$ cat src/design/ceau_map.vh
// Constants for the effective address unit: mode codes, lengths, limits.
// Assumes inclusion by bare name from the design file.
`ifndef CEAU_MAP_VH
`define CEAU_MAP_VH

// ----------------------------------------------------------------------
// Addressing modes
// ----------------------------------------------------------------------
`define CEAU_MODE_INH     4'h0
`define CEAU_MODE_IMM     4'h1
`define CEAU_MODE_DIR     4'h2
`define CEAU_MODE_EXT     4'h3
`define CEAU_MODE_IX0     4'h4
`define CEAU_MODE_IX1     4'h5
`define CEAU_MODE_IX2     4'h6
`define CEAU_MODE_REL     4'h7
`define CEAU_MODE_BSC     4'h8
`define CEAU_MODE_BTB     4'h9

// ----------------------------------------------------------------------
// Instruction classes
// ----------------------------------------------------------------------
`define CEAU_CLS_REGMEM   3'h0
`define CEAU_CLS_RMW      3'h1
`define CEAU_CLS_TST      3'h2
`define CEAU_CLS_JUMP     3'h3
`define CEAU_CLS_CALL     3'h4
`define CEAU_CLS_BRANCH   3'h5
`define CEAU_CLS_BIT      3'h6
`define CEAU_CLS_INH      3'h7

// ----------------------------------------------------------------------
// Program counter steps and page limits
// ----------------------------------------------------------------------
`define CEAU_STEP_1       16'h0001
`define CEAU_STEP_2       16'h0002
`define CEAU_STEP_3       16'h0003
`define CEAU_WRITABLE_TOP 8'h7F

// ----------------------------------------------------------------------
// Sequencer states
// ----------------------------------------------------------------------
`define CEAU_ST_IDLE      2'h0
`define CEAU_ST_ACCESS    2'h1
`define CEAU_ST_WRITE     2'h2

`endif

$ cat src/design/ceau_unit.v
// Effective address unit of an 8-bit CPU: forms the operand address,
// drives it on the address bus for the operand access and advances the PC.
// Assumes the fetch logic delivers opcode bytes, decoded mode and class,
// and the read operand, all synchronous to sys_clk.
`default_nettype none
`include "ceau_map.vh"

module ceau_unit (
  input  wire        sys_clk,
  input  wire        sys_rst,
  input  wire        instr_valid,
  input  wire [3:0]  addr_mode,
  input  wire [2:0]  instr_class,
  input  wire [7:0]  opcode,
  input  wire [7:0]  byte1,
  input  wire [7:0]  byte2,
  input  wire [15:0] pc_in,
  input  wire [7:0]  index_x,
  input  wire        branch_cond,
  input  wire        bit_sense,
  input  wire [7:0]  read_data,
  input  wire [7:0]  alu_result,
  output reg  [7:0]  addr_high,
  output reg  [7:0]  addr_low,
  output reg         mem_read,
  output reg         mem_write,
  output reg  [7:0]  write_data,
  output reg  [15:0] pc_out,
  output reg         pc_load,
  output reg         carry_load,
  output reg         carry_value,
  output reg         branch_taken,
  output reg         done
);

  // ----------------------------------------------------------------------
  // Helpers
  // ----------------------------------------------------------------------
  function [15:0] ceau_sext;
    input [7:0] val;
    begin
      ceau_sext = {{8{val[7]}}, val};
    end
  endfunction

  function [7:0] ceau_bit_mask;
    input [2:0] num;
    begin
      ceau_bit_mask = 8'h01 << num;
    end
  endfunction

  function ceau_bit_of;
    input [7:0] data;
    input [2:0] num;
    begin
      ceau_bit_of = |(data & ceau_bit_mask(num));
    end
  endfunction

  // Jump and call only need the target, so they never spend a cycle on a read.
  function ceau_is_transfer;
    input [2:0] cls;
    begin
      ceau_is_transfer = (cls == `CEAU_CLS_JUMP) || (cls == `CEAU_CLS_CALL);
    end
  endfunction

  // ----------------------------------------------------------------------
  // Sequencer states
  // ----------------------------------------------------------------------
  localparam [1:0] ST_IDLE   = `CEAU_ST_IDLE;
  localparam [1:0] ST_ACCESS = `CEAU_ST_ACCESS;
  localparam [1:0] ST_WRITE  = `CEAU_ST_WRITE;

  // ----------------------------------------------------------------------
  // Effective address and next PC
  // ----------------------------------------------------------------------
  reg  [15:0] ea_next;
  reg  [15:0] pc_next;
  reg         access_next;
  reg         taken_next;
  reg  [8:0]  low_sum;
  reg  [2:0]  bit_num;
  reg         tested_bit;

  always @* begin
    ea_next     = 16'h0000;
    pc_next     = pc_in + `CEAU_STEP_1;
    access_next = 1'b0;
    taken_next  = 1'b0;
    low_sum     = 9'h000;
    bit_num     = 3'h0;
    tested_bit  = 1'b0;
    case (addr_mode)
      `CEAU_MODE_INH: begin
        pc_next = pc_in + `CEAU_STEP_1;
      end
      `CEAU_MODE_IMM: begin
        ea_next     = pc_in + `CEAU_STEP_1;
        pc_next     = pc_in + `CEAU_STEP_2;
        access_next = 1'b1;
      end
      `CEAU_MODE_DIR: begin
        ea_next     = {8'h00, byte1};
        pc_next     = pc_in + `CEAU_STEP_2;
        access_next = 1'b1;
      end
      `CEAU_MODE_EXT: begin
        ea_next     = {byte1, byte2};
        pc_next     = pc_in + `CEAU_STEP_3;
        access_next = 1'b1;
      end
      `CEAU_MODE_IX0: begin
        ea_next     = {8'h00, index_x};
        pc_next     = pc_in + `CEAU_STEP_1;
        access_next = 1'b1;
      end
      `CEAU_MODE_IX1: begin
        low_sum     = {1'b0, index_x} + {1'b0, byte1};
        ea_next     = {7'h00, low_sum};
        pc_next     = pc_in + `CEAU_STEP_2;
        access_next = 1'b1;
      end
      `CEAU_MODE_IX2: begin
        low_sum     = {1'b0, index_x} + {1'b0, byte2};
        ea_next     = {byte1 + {7'h00, low_sum[8]}, low_sum[7:0]};
        pc_next     = pc_in + `CEAU_STEP_3;
        access_next = 1'b1;
      end
      `CEAU_MODE_REL: begin
        taken_next = branch_cond;
        pc_next    = branch_cond ? pc_in + `CEAU_STEP_2 + ceau_sext(byte1)
                                 : pc_in + `CEAU_STEP_2;
      end
      `CEAU_MODE_BSC: begin
        bit_num     = opcode[3:1];
        ea_next     = {8'h00, byte1};
        pc_next     = pc_in + `CEAU_STEP_2;
        access_next = 1'b1;
      end
      `CEAU_MODE_BTB: begin
        bit_num     = opcode[3:1];
        ea_next     = {8'h00, byte1};
        access_next = 1'b1;
        tested_bit  = ceau_bit_of(read_data, bit_num);
        taken_next  = (tested_bit == bit_sense);
        pc_next     = taken_next ? pc_in + `CEAU_STEP_3 + ceau_sext(byte2)
                                 : pc_in + `CEAU_STEP_3;
      end
      default: begin
        pc_next = pc_in + `CEAU_STEP_1;
      end
    endcase
  end

  // ----------------------------------------------------------------------
  // Write-back decision
  // ----------------------------------------------------------------------
  reg        wb_next;
  reg  [7:0] wb_data_next;

  always @* begin
    wb_next      = 1'b0;
    wb_data_next = alu_result;
    if (addr_mode == `CEAU_MODE_BSC) begin
      wb_next      = (byte1 <= `CEAU_WRITABLE_TOP);
      wb_data_next = opcode[0] ? (read_data & ~ceau_bit_mask(opcode[3:1]))
                               : (read_data | ceau_bit_mask(opcode[3:1]));
    end else if (instr_class == `CEAU_CLS_RMW && addr_mode != `CEAU_MODE_INH) begin
      wb_next = 1'b1;
    end else begin
      wb_next = 1'b0;
    end
  end

  // ----------------------------------------------------------------------
  // Operand read decision
  // ----------------------------------------------------------------------
  // Immediate operands come with the fetched bytes, so no bus cycle is spent.
  reg        read_next;

  always @* begin
    read_next = access_next;
    if (addr_mode == `CEAU_MODE_IMM) begin
      read_next = 1'b0;
    end
    if (ceau_is_transfer(instr_class)) begin
      read_next = 1'b0;
    end
  end

  // ----------------------------------------------------------------------
  // Sequencer: operand read, optional write, then PC update
  // ----------------------------------------------------------------------
  reg  [1:0]  state_reg;
  reg  [15:0] ea_reg;
  reg  [15:0] pc_hold_reg;

  // A reset between the read and the write drops the write-back, so the
  // location keeps its old value rather than a half-finished update.
  always @(posedge sys_clk or posedge sys_rst) begin
    if (sys_rst) begin
      state_reg    <= ST_IDLE;
      ea_reg       <= 16'h0000;
      pc_hold_reg  <= 16'h0000;
      addr_high    <= 8'h00;
      addr_low     <= 8'h00;
      mem_read     <= 1'b0;
      mem_write    <= 1'b0;
      write_data   <= 8'h00;
      pc_out       <= 16'h0000;
      pc_load      <= 1'b0;
      carry_load   <= 1'b0;
      carry_value  <= 1'b0;
      branch_taken <= 1'b0;
      done         <= 1'b0;
    end else begin
      mem_read     <= 1'b0;
      mem_write    <= 1'b0;
      pc_load      <= 1'b0;
      carry_load   <= 1'b0;
      done         <= 1'b0;
      case (state_reg)
        ST_IDLE: begin
          if (instr_valid) begin
            ea_reg <= ea_next;
            if (read_next) begin
              addr_high <= ea_next[15:8];
              addr_low  <= ea_next[7:0];
              mem_read  <= 1'b1;
              state_reg <= ST_ACCESS;
            end else begin
              pc_out       <= ceau_is_transfer(instr_class) ? ea_next : pc_next;
              pc_load      <= 1'b1;
              branch_taken <= taken_next;
              done         <= 1'b1;
            end
          end
        end
        ST_ACCESS: begin
          // Read data is valid here, so the bit test resolves in this cycle.
          pc_out       <= pc_next;
          branch_taken <= taken_next;
          if (addr_mode == `CEAU_MODE_BTB) begin
            carry_load  <= 1'b1;
            carry_value <= ceau_bit_of(read_data, opcode[3:1]);
          end
          if (wb_next) begin
            addr_high  <= ea_reg[15:8];
            addr_low   <= ea_reg[7:0];
            write_data <= wb_data_next;
            mem_write  <= 1'b1;
            state_reg  <= ST_WRITE;
          end else begin
            pc_load   <= 1'b1;
            done      <= 1'b1;
            state_reg <= ST_IDLE;
          end
        end
        ST_WRITE: begin
          pc_load   <= 1'b1;
          done      <= 1'b1;
          state_reg <= ST_IDLE;
        end
        default: begin
          state_reg <= ST_IDLE;
        end
      endcase
    end
  end

endmodule
`default_nettype wire

$ cat config.mk
export PLATFORM = sky130hd
export DESIGN_NAME = ceau_unit
export DESIGN_NICKNAME = d
export VERILOG_FILES = /design/src/design/ceau_unit.v
export VERILOG_INCLUDE_DIRS = /design/src /design/src/design
export SDC_FILE = /design/constraint.sdc
export NUM_CORES = 1
export LEC_CHECK = 0
export ABC_AREA = 1
export BUFFER_PORTS_ARGS = -buffer_cell sky130_fd_sc_hd__buf_2
export CELL_PAD_IN_SITES_DETAIL_PLACEMENT = 0
export CELL_PAD_IN_SITES_GLOBAL_PLACEMENT = 2
export CORE_ASPECT_RATIO = 0.8
export CORE_MARGIN = 5
export CORE_UTILIZATION = 28
export DETAILED_ROUTE_END_ITERATION = 7
export GPL_TIMING_DRIVEN = 0
export PLACE_DENSITY = 0.86
export SLEW_MARGIN = 20
export SYNTH_ARGS = -nofsm -noshare
export SYNTH_HDL_FRONTEND = slang
export SYNTH_SLANG_ARGS = --single-unit
$ cat constraint.sdc
create_clock -name sys_clk -period 1.65 [get_ports sys_clk]
set_input_delay 0.0825 -clock sys_clk [delete_from_list [all_inputs] [get_ports sys_clk]]
set_output_delay 0.0825 -clock sys_clk [all_outputs]
set_load 0.02 [all_outputs]
==> results by group <==
Floorplan
  • Die width: 199 um
  • Die Y: 161 um
  • DIE AREA: 0.0322 mm2
  • Core area: 0.0283 mm2
  • Initial Util: 28.4%
  • Io pins: 123
  • Row Count: 55

Synth
  • Post-synthesis sequential area ratio: approximately a fifth
  • Main synth FF type: dfrtp_1
  • Simple logic cell fraction of the synthesized area: between 40% and 50%
  • Main combinational cell family by area after synthesis: simple AND/OR/NAND/NOR gates
  • Asr flop ratio synth: 100%
  • Top-count cell post-synth: nand2_1
  • Synth unique cells: 40
  • Adder-cell share of the synthesized area: under 10%
  • Mapped Cells: 1371
  • Post-synthesis mux area share: 0.140%
  • Ys Warns: 0
  • Post-synth top area cell: nand2_1
  • Dominant cells by area after synthesis: nand2_1 (22%), dfrtp_1 (20%), ha_1 (8.6%)
  • Synth Area in Compound Gates: 11.7%
  • Cell area after synthesis: 0.00803 mm2
  • Yosys reg bits: 64
  • Number of synthesized flops with an enable pin: 0
  • Post-synthesis xor/xnor area fraction: 4.04%
  • Syn Nets: between 1500 and 2000
  • Commonest cells post-synth: nand2_1 (481), inv_1 (157), nand3_1 (130)
  • Yosys top cell area share: 22.5%
  • Syn avg cell area: 5.86 um2

Critical path
  • CP Cell Sequence: buf_2, nand2_1, nor2_4, nand4_1, nor2_1, nand2_1, nand2_2, inv_1, ha_4, nand2_1, nor2_2, and3_1, nand2_1, nand2_2, nand3_1, nand2_1, nor2_1, nor2_2, nand2_1, nand2_1, nand2_1
  • CP startpoint kind: input port
  • Crit path required time: 1.87 ns
  • Crit-path slowest cell: ha_4
  • Worst reg-to-reg setup slack: -0.12 ns
  • Worst path max stage delay: about 0.28 ns
  • CP Max Fanout: 5
  • Worst R2R End: pc_out[15]
  • Arrival @ worst endpoint: 2.54 ns
  • Most frequent CP cell: nand2_1
  • Worst Setup End Kind: flop
  • Reg2reg start: state_reg[0]
  • CP top delay family: simple AND/OR/NAND/NOR gates
  • WP buf/inv: 2
  • Worst setup path category: input port to flop
  • Reg2reg path depth: 12

Job
  • Max Cap Violations: 0

CTS
  • CTS tree: done
  • CTS Buf Count: 9
  • Clock-pin slew on the worst setup and hold paths: 0.06 ns
  • H-tree levels: 3
  • Clk sink count: 64
  • Clock latency on the worst-skew pair: 0.33 ns
  • Root Buffer Master: clkbuf_16
  • Clock Path Buffers: 2

Timing
  • Hold Fails Final Rpt: 0
  • Hold WS: 0.0137 ns
  • Final cycle utilization of the critical path: 141%
  • Max Clk Rate: 430 MHz
  • Clock Skews: 0.00964 ns
  • Final Setup Violations: 30
  • Max Transition Viols Final: 0
  • Setup_tns: -12.69 ns
  • RSZ-0062 raised after global routing: true
  • Tmin final: 2.33 ns
  • Worst Tran Pin Value: 0.688 ns
  • Relative slew slack: 54.1%
  • Final setup margin: -0.677 ns

Placed design
  • Gp weighted congestion: 0.912
  • Hpwl dp: 28200 um
  • Port bufs: about 110

Drt
  • TritonRoute pass-1 iters: 5
  • DRC viols: 0
  • ANT nets after route: 0
  • DR WL/cell: 18.3 um
  • DR vias: 9753
  • Routed WL: 35300 um
  • Post-DR vias/cell: 5.05
  • Initial DRC count: a little under 1000

Finish
  • Diode count: 0
  • Area Growth Syn to Fin: 45.1%
  • Final net count: 1691
  • Share of layout cells above drive strength 1: 33.2%
  • Fillcell total: 3007

Min path
  • Hold worst-path end: write_data[4]
  • Worst Hold Launch: alu_result[4]
  • Hold path cells: 3
  • Min-delay worst type: input port to flop

Global routing
  • GR Util met1: about a third
  • GR Util met2: just under 30%
  • First-pass GRT wire length: 52400 um
  • GR met3 Demand/Resource: 4.94%
  • Number of global-route vias before repair: 8998
  • GRT overflow: 0
  • Gr usage total: 21.0%
  • Initial antenna violation count: 0
  • Largest net degree at the start of global routing: 28
  • Global routing's busiest layer: met1

Pwr
  • Pwr Density: 705 mW/mm2
  • Leakage: 5.77 nW
  • VDD IR-drop max: roughly 400 uV

Status
  • Failing checks: negative setup slack
  • Status: complete, but fails checks
## how the worst max path moves through the flow
stage | from | endpoint | slack [ns] | depth (start not counted)
global placement | pc_in[1] | pc_out[14] | -1.45 | 19
floorplan | byte2[0] | pc_out[14] | -0.50 | 18
CTS | pc_in[1] | pc_out[15] | -0.63 | 16
detailed placement | pc_in[1] | pc_out[14] | -1.40 | 19
finish | pc_in[7] | pc_out[15] | -0.68 | 21
global route | pc_in[7] | pc_out[15] | -0.82 | 21
## cell type report
class | instances | area [um2] | share of cell area [%]
sequential | 64 | 1600 | 13.8
clock inverter | 5 | 33.8 | 0.290
multi-input combinational | 1095 | 7180 | 61.6
tap | 370 | 463 | 3.97
clock buffer | 10 | 239 | 2.05
timing repair buffer | 174 | 1230 | 10.6
inverter | 179 | 688 | 5.91
buffer | 33 | 213 | 1.83
## per-layer routing
layer	routed length, um	up-vias
met5	0	-
met4	667	0
met3	3030	35
met2	14700	349
met1	17000	4561
li1	-	4808
## per-stage QoR
| step | utilization [%] | cell area (um2) | cells | setup slack, ns | total power (W) |
|---|---|---|---|---|---|
| 5_1_grt | 41.2 | 11700 | 1930 | -0.818 | 0.00877 |
| 3_5_place_dp | 33.6 | 9490 | 1855 | -1.40 | 0.00574 |
| 6_report | 41.2 | 11700 | 1930 | -0.677 | 0.00822 |
| 3_3_place_gp | 33.4 | 9450 | 1853 | -1.45 | 0.00571 |
| 2_1_floorplan | - | 8420 | 1371 | -0.501 | 0.00447 |
| 4_1_cts | 39.1 | 11100 | 1912 | -0.627 | 0.00800 |
## what timing repair did
| item | in CTS | in global routing |
|---|---|---|
| gates resized for setup | 217 | 106 |
| pin swaps | 85 | 76 |
| hold buffers | 2 | 0 |
| setup endpoints to repair | 53 | 58 |
| endpoints found under the hold margin | 18 | 0 |
| buffers inserted | 40 | 18 |
## worst min-delay path: cells and delay by family
kind                   cells  cell delay [ns]
and+or+nand+nor            1             0.05
AOI/OAI and AO/OA          1             0.07
buffers and inverters      1             0.10
## power by group
group / switching [W] / total [W] / internal, W / leakage (nW)
Clock: 0.000695 / 0.00174 / 0.00104 / 0.130
Combinational: 0.00272 / 0.00434 / 0.00162 / 4.83
Sequential: 0.000203 / 0.00214 / 0.00193 / 0.806
## cell usage in the layout (no fill, tap or decap), types with 8 or more instances in the layout
master,Yosys,layout
buf_2,13,104
o21ai_2,0,9
nand2_2,5,57
o21ai_1,20,28
ha_1,55,17
inv_1,157,137
nand2_1,481,411
clkbuf_16,0,9
o211ai_1,9,9
xor2_1,26,8
a21oi_1,79,60
xor2_2,0,9
buf_6,0,16
dfrtp_1,64,63
nor3_1,13,10
ha_4,0,36
buf_4,8,63
nand3_1,130,93
nor2_4,5,17
nand2_4,0,18
a21oi_2,0,17
xor2_4,0,9
nand3_2,3,32
nand4_1,38,38
a31oi_1,13,12
nand3_4,1,9
nand3b_1,10,10
nor2_2,7,22
nor2_1,115,88
o21ai_0,42,23
inv_2,21,36
## logic make-up (layout without fill, tap and decap cells)
kind of cell,count (synthesis),count (layout)
adder cells (fa/ha/maj),59,59
flip-flops,64,64
AO/OA/AOI/OAI,175,175
buffers and inverters,212,401
XOR/XNOR,37,37
AND/OR/NAND/NOR,823,823
multiplexers,1,1
No activity file was read; power rests on OpenSTA's default activity.
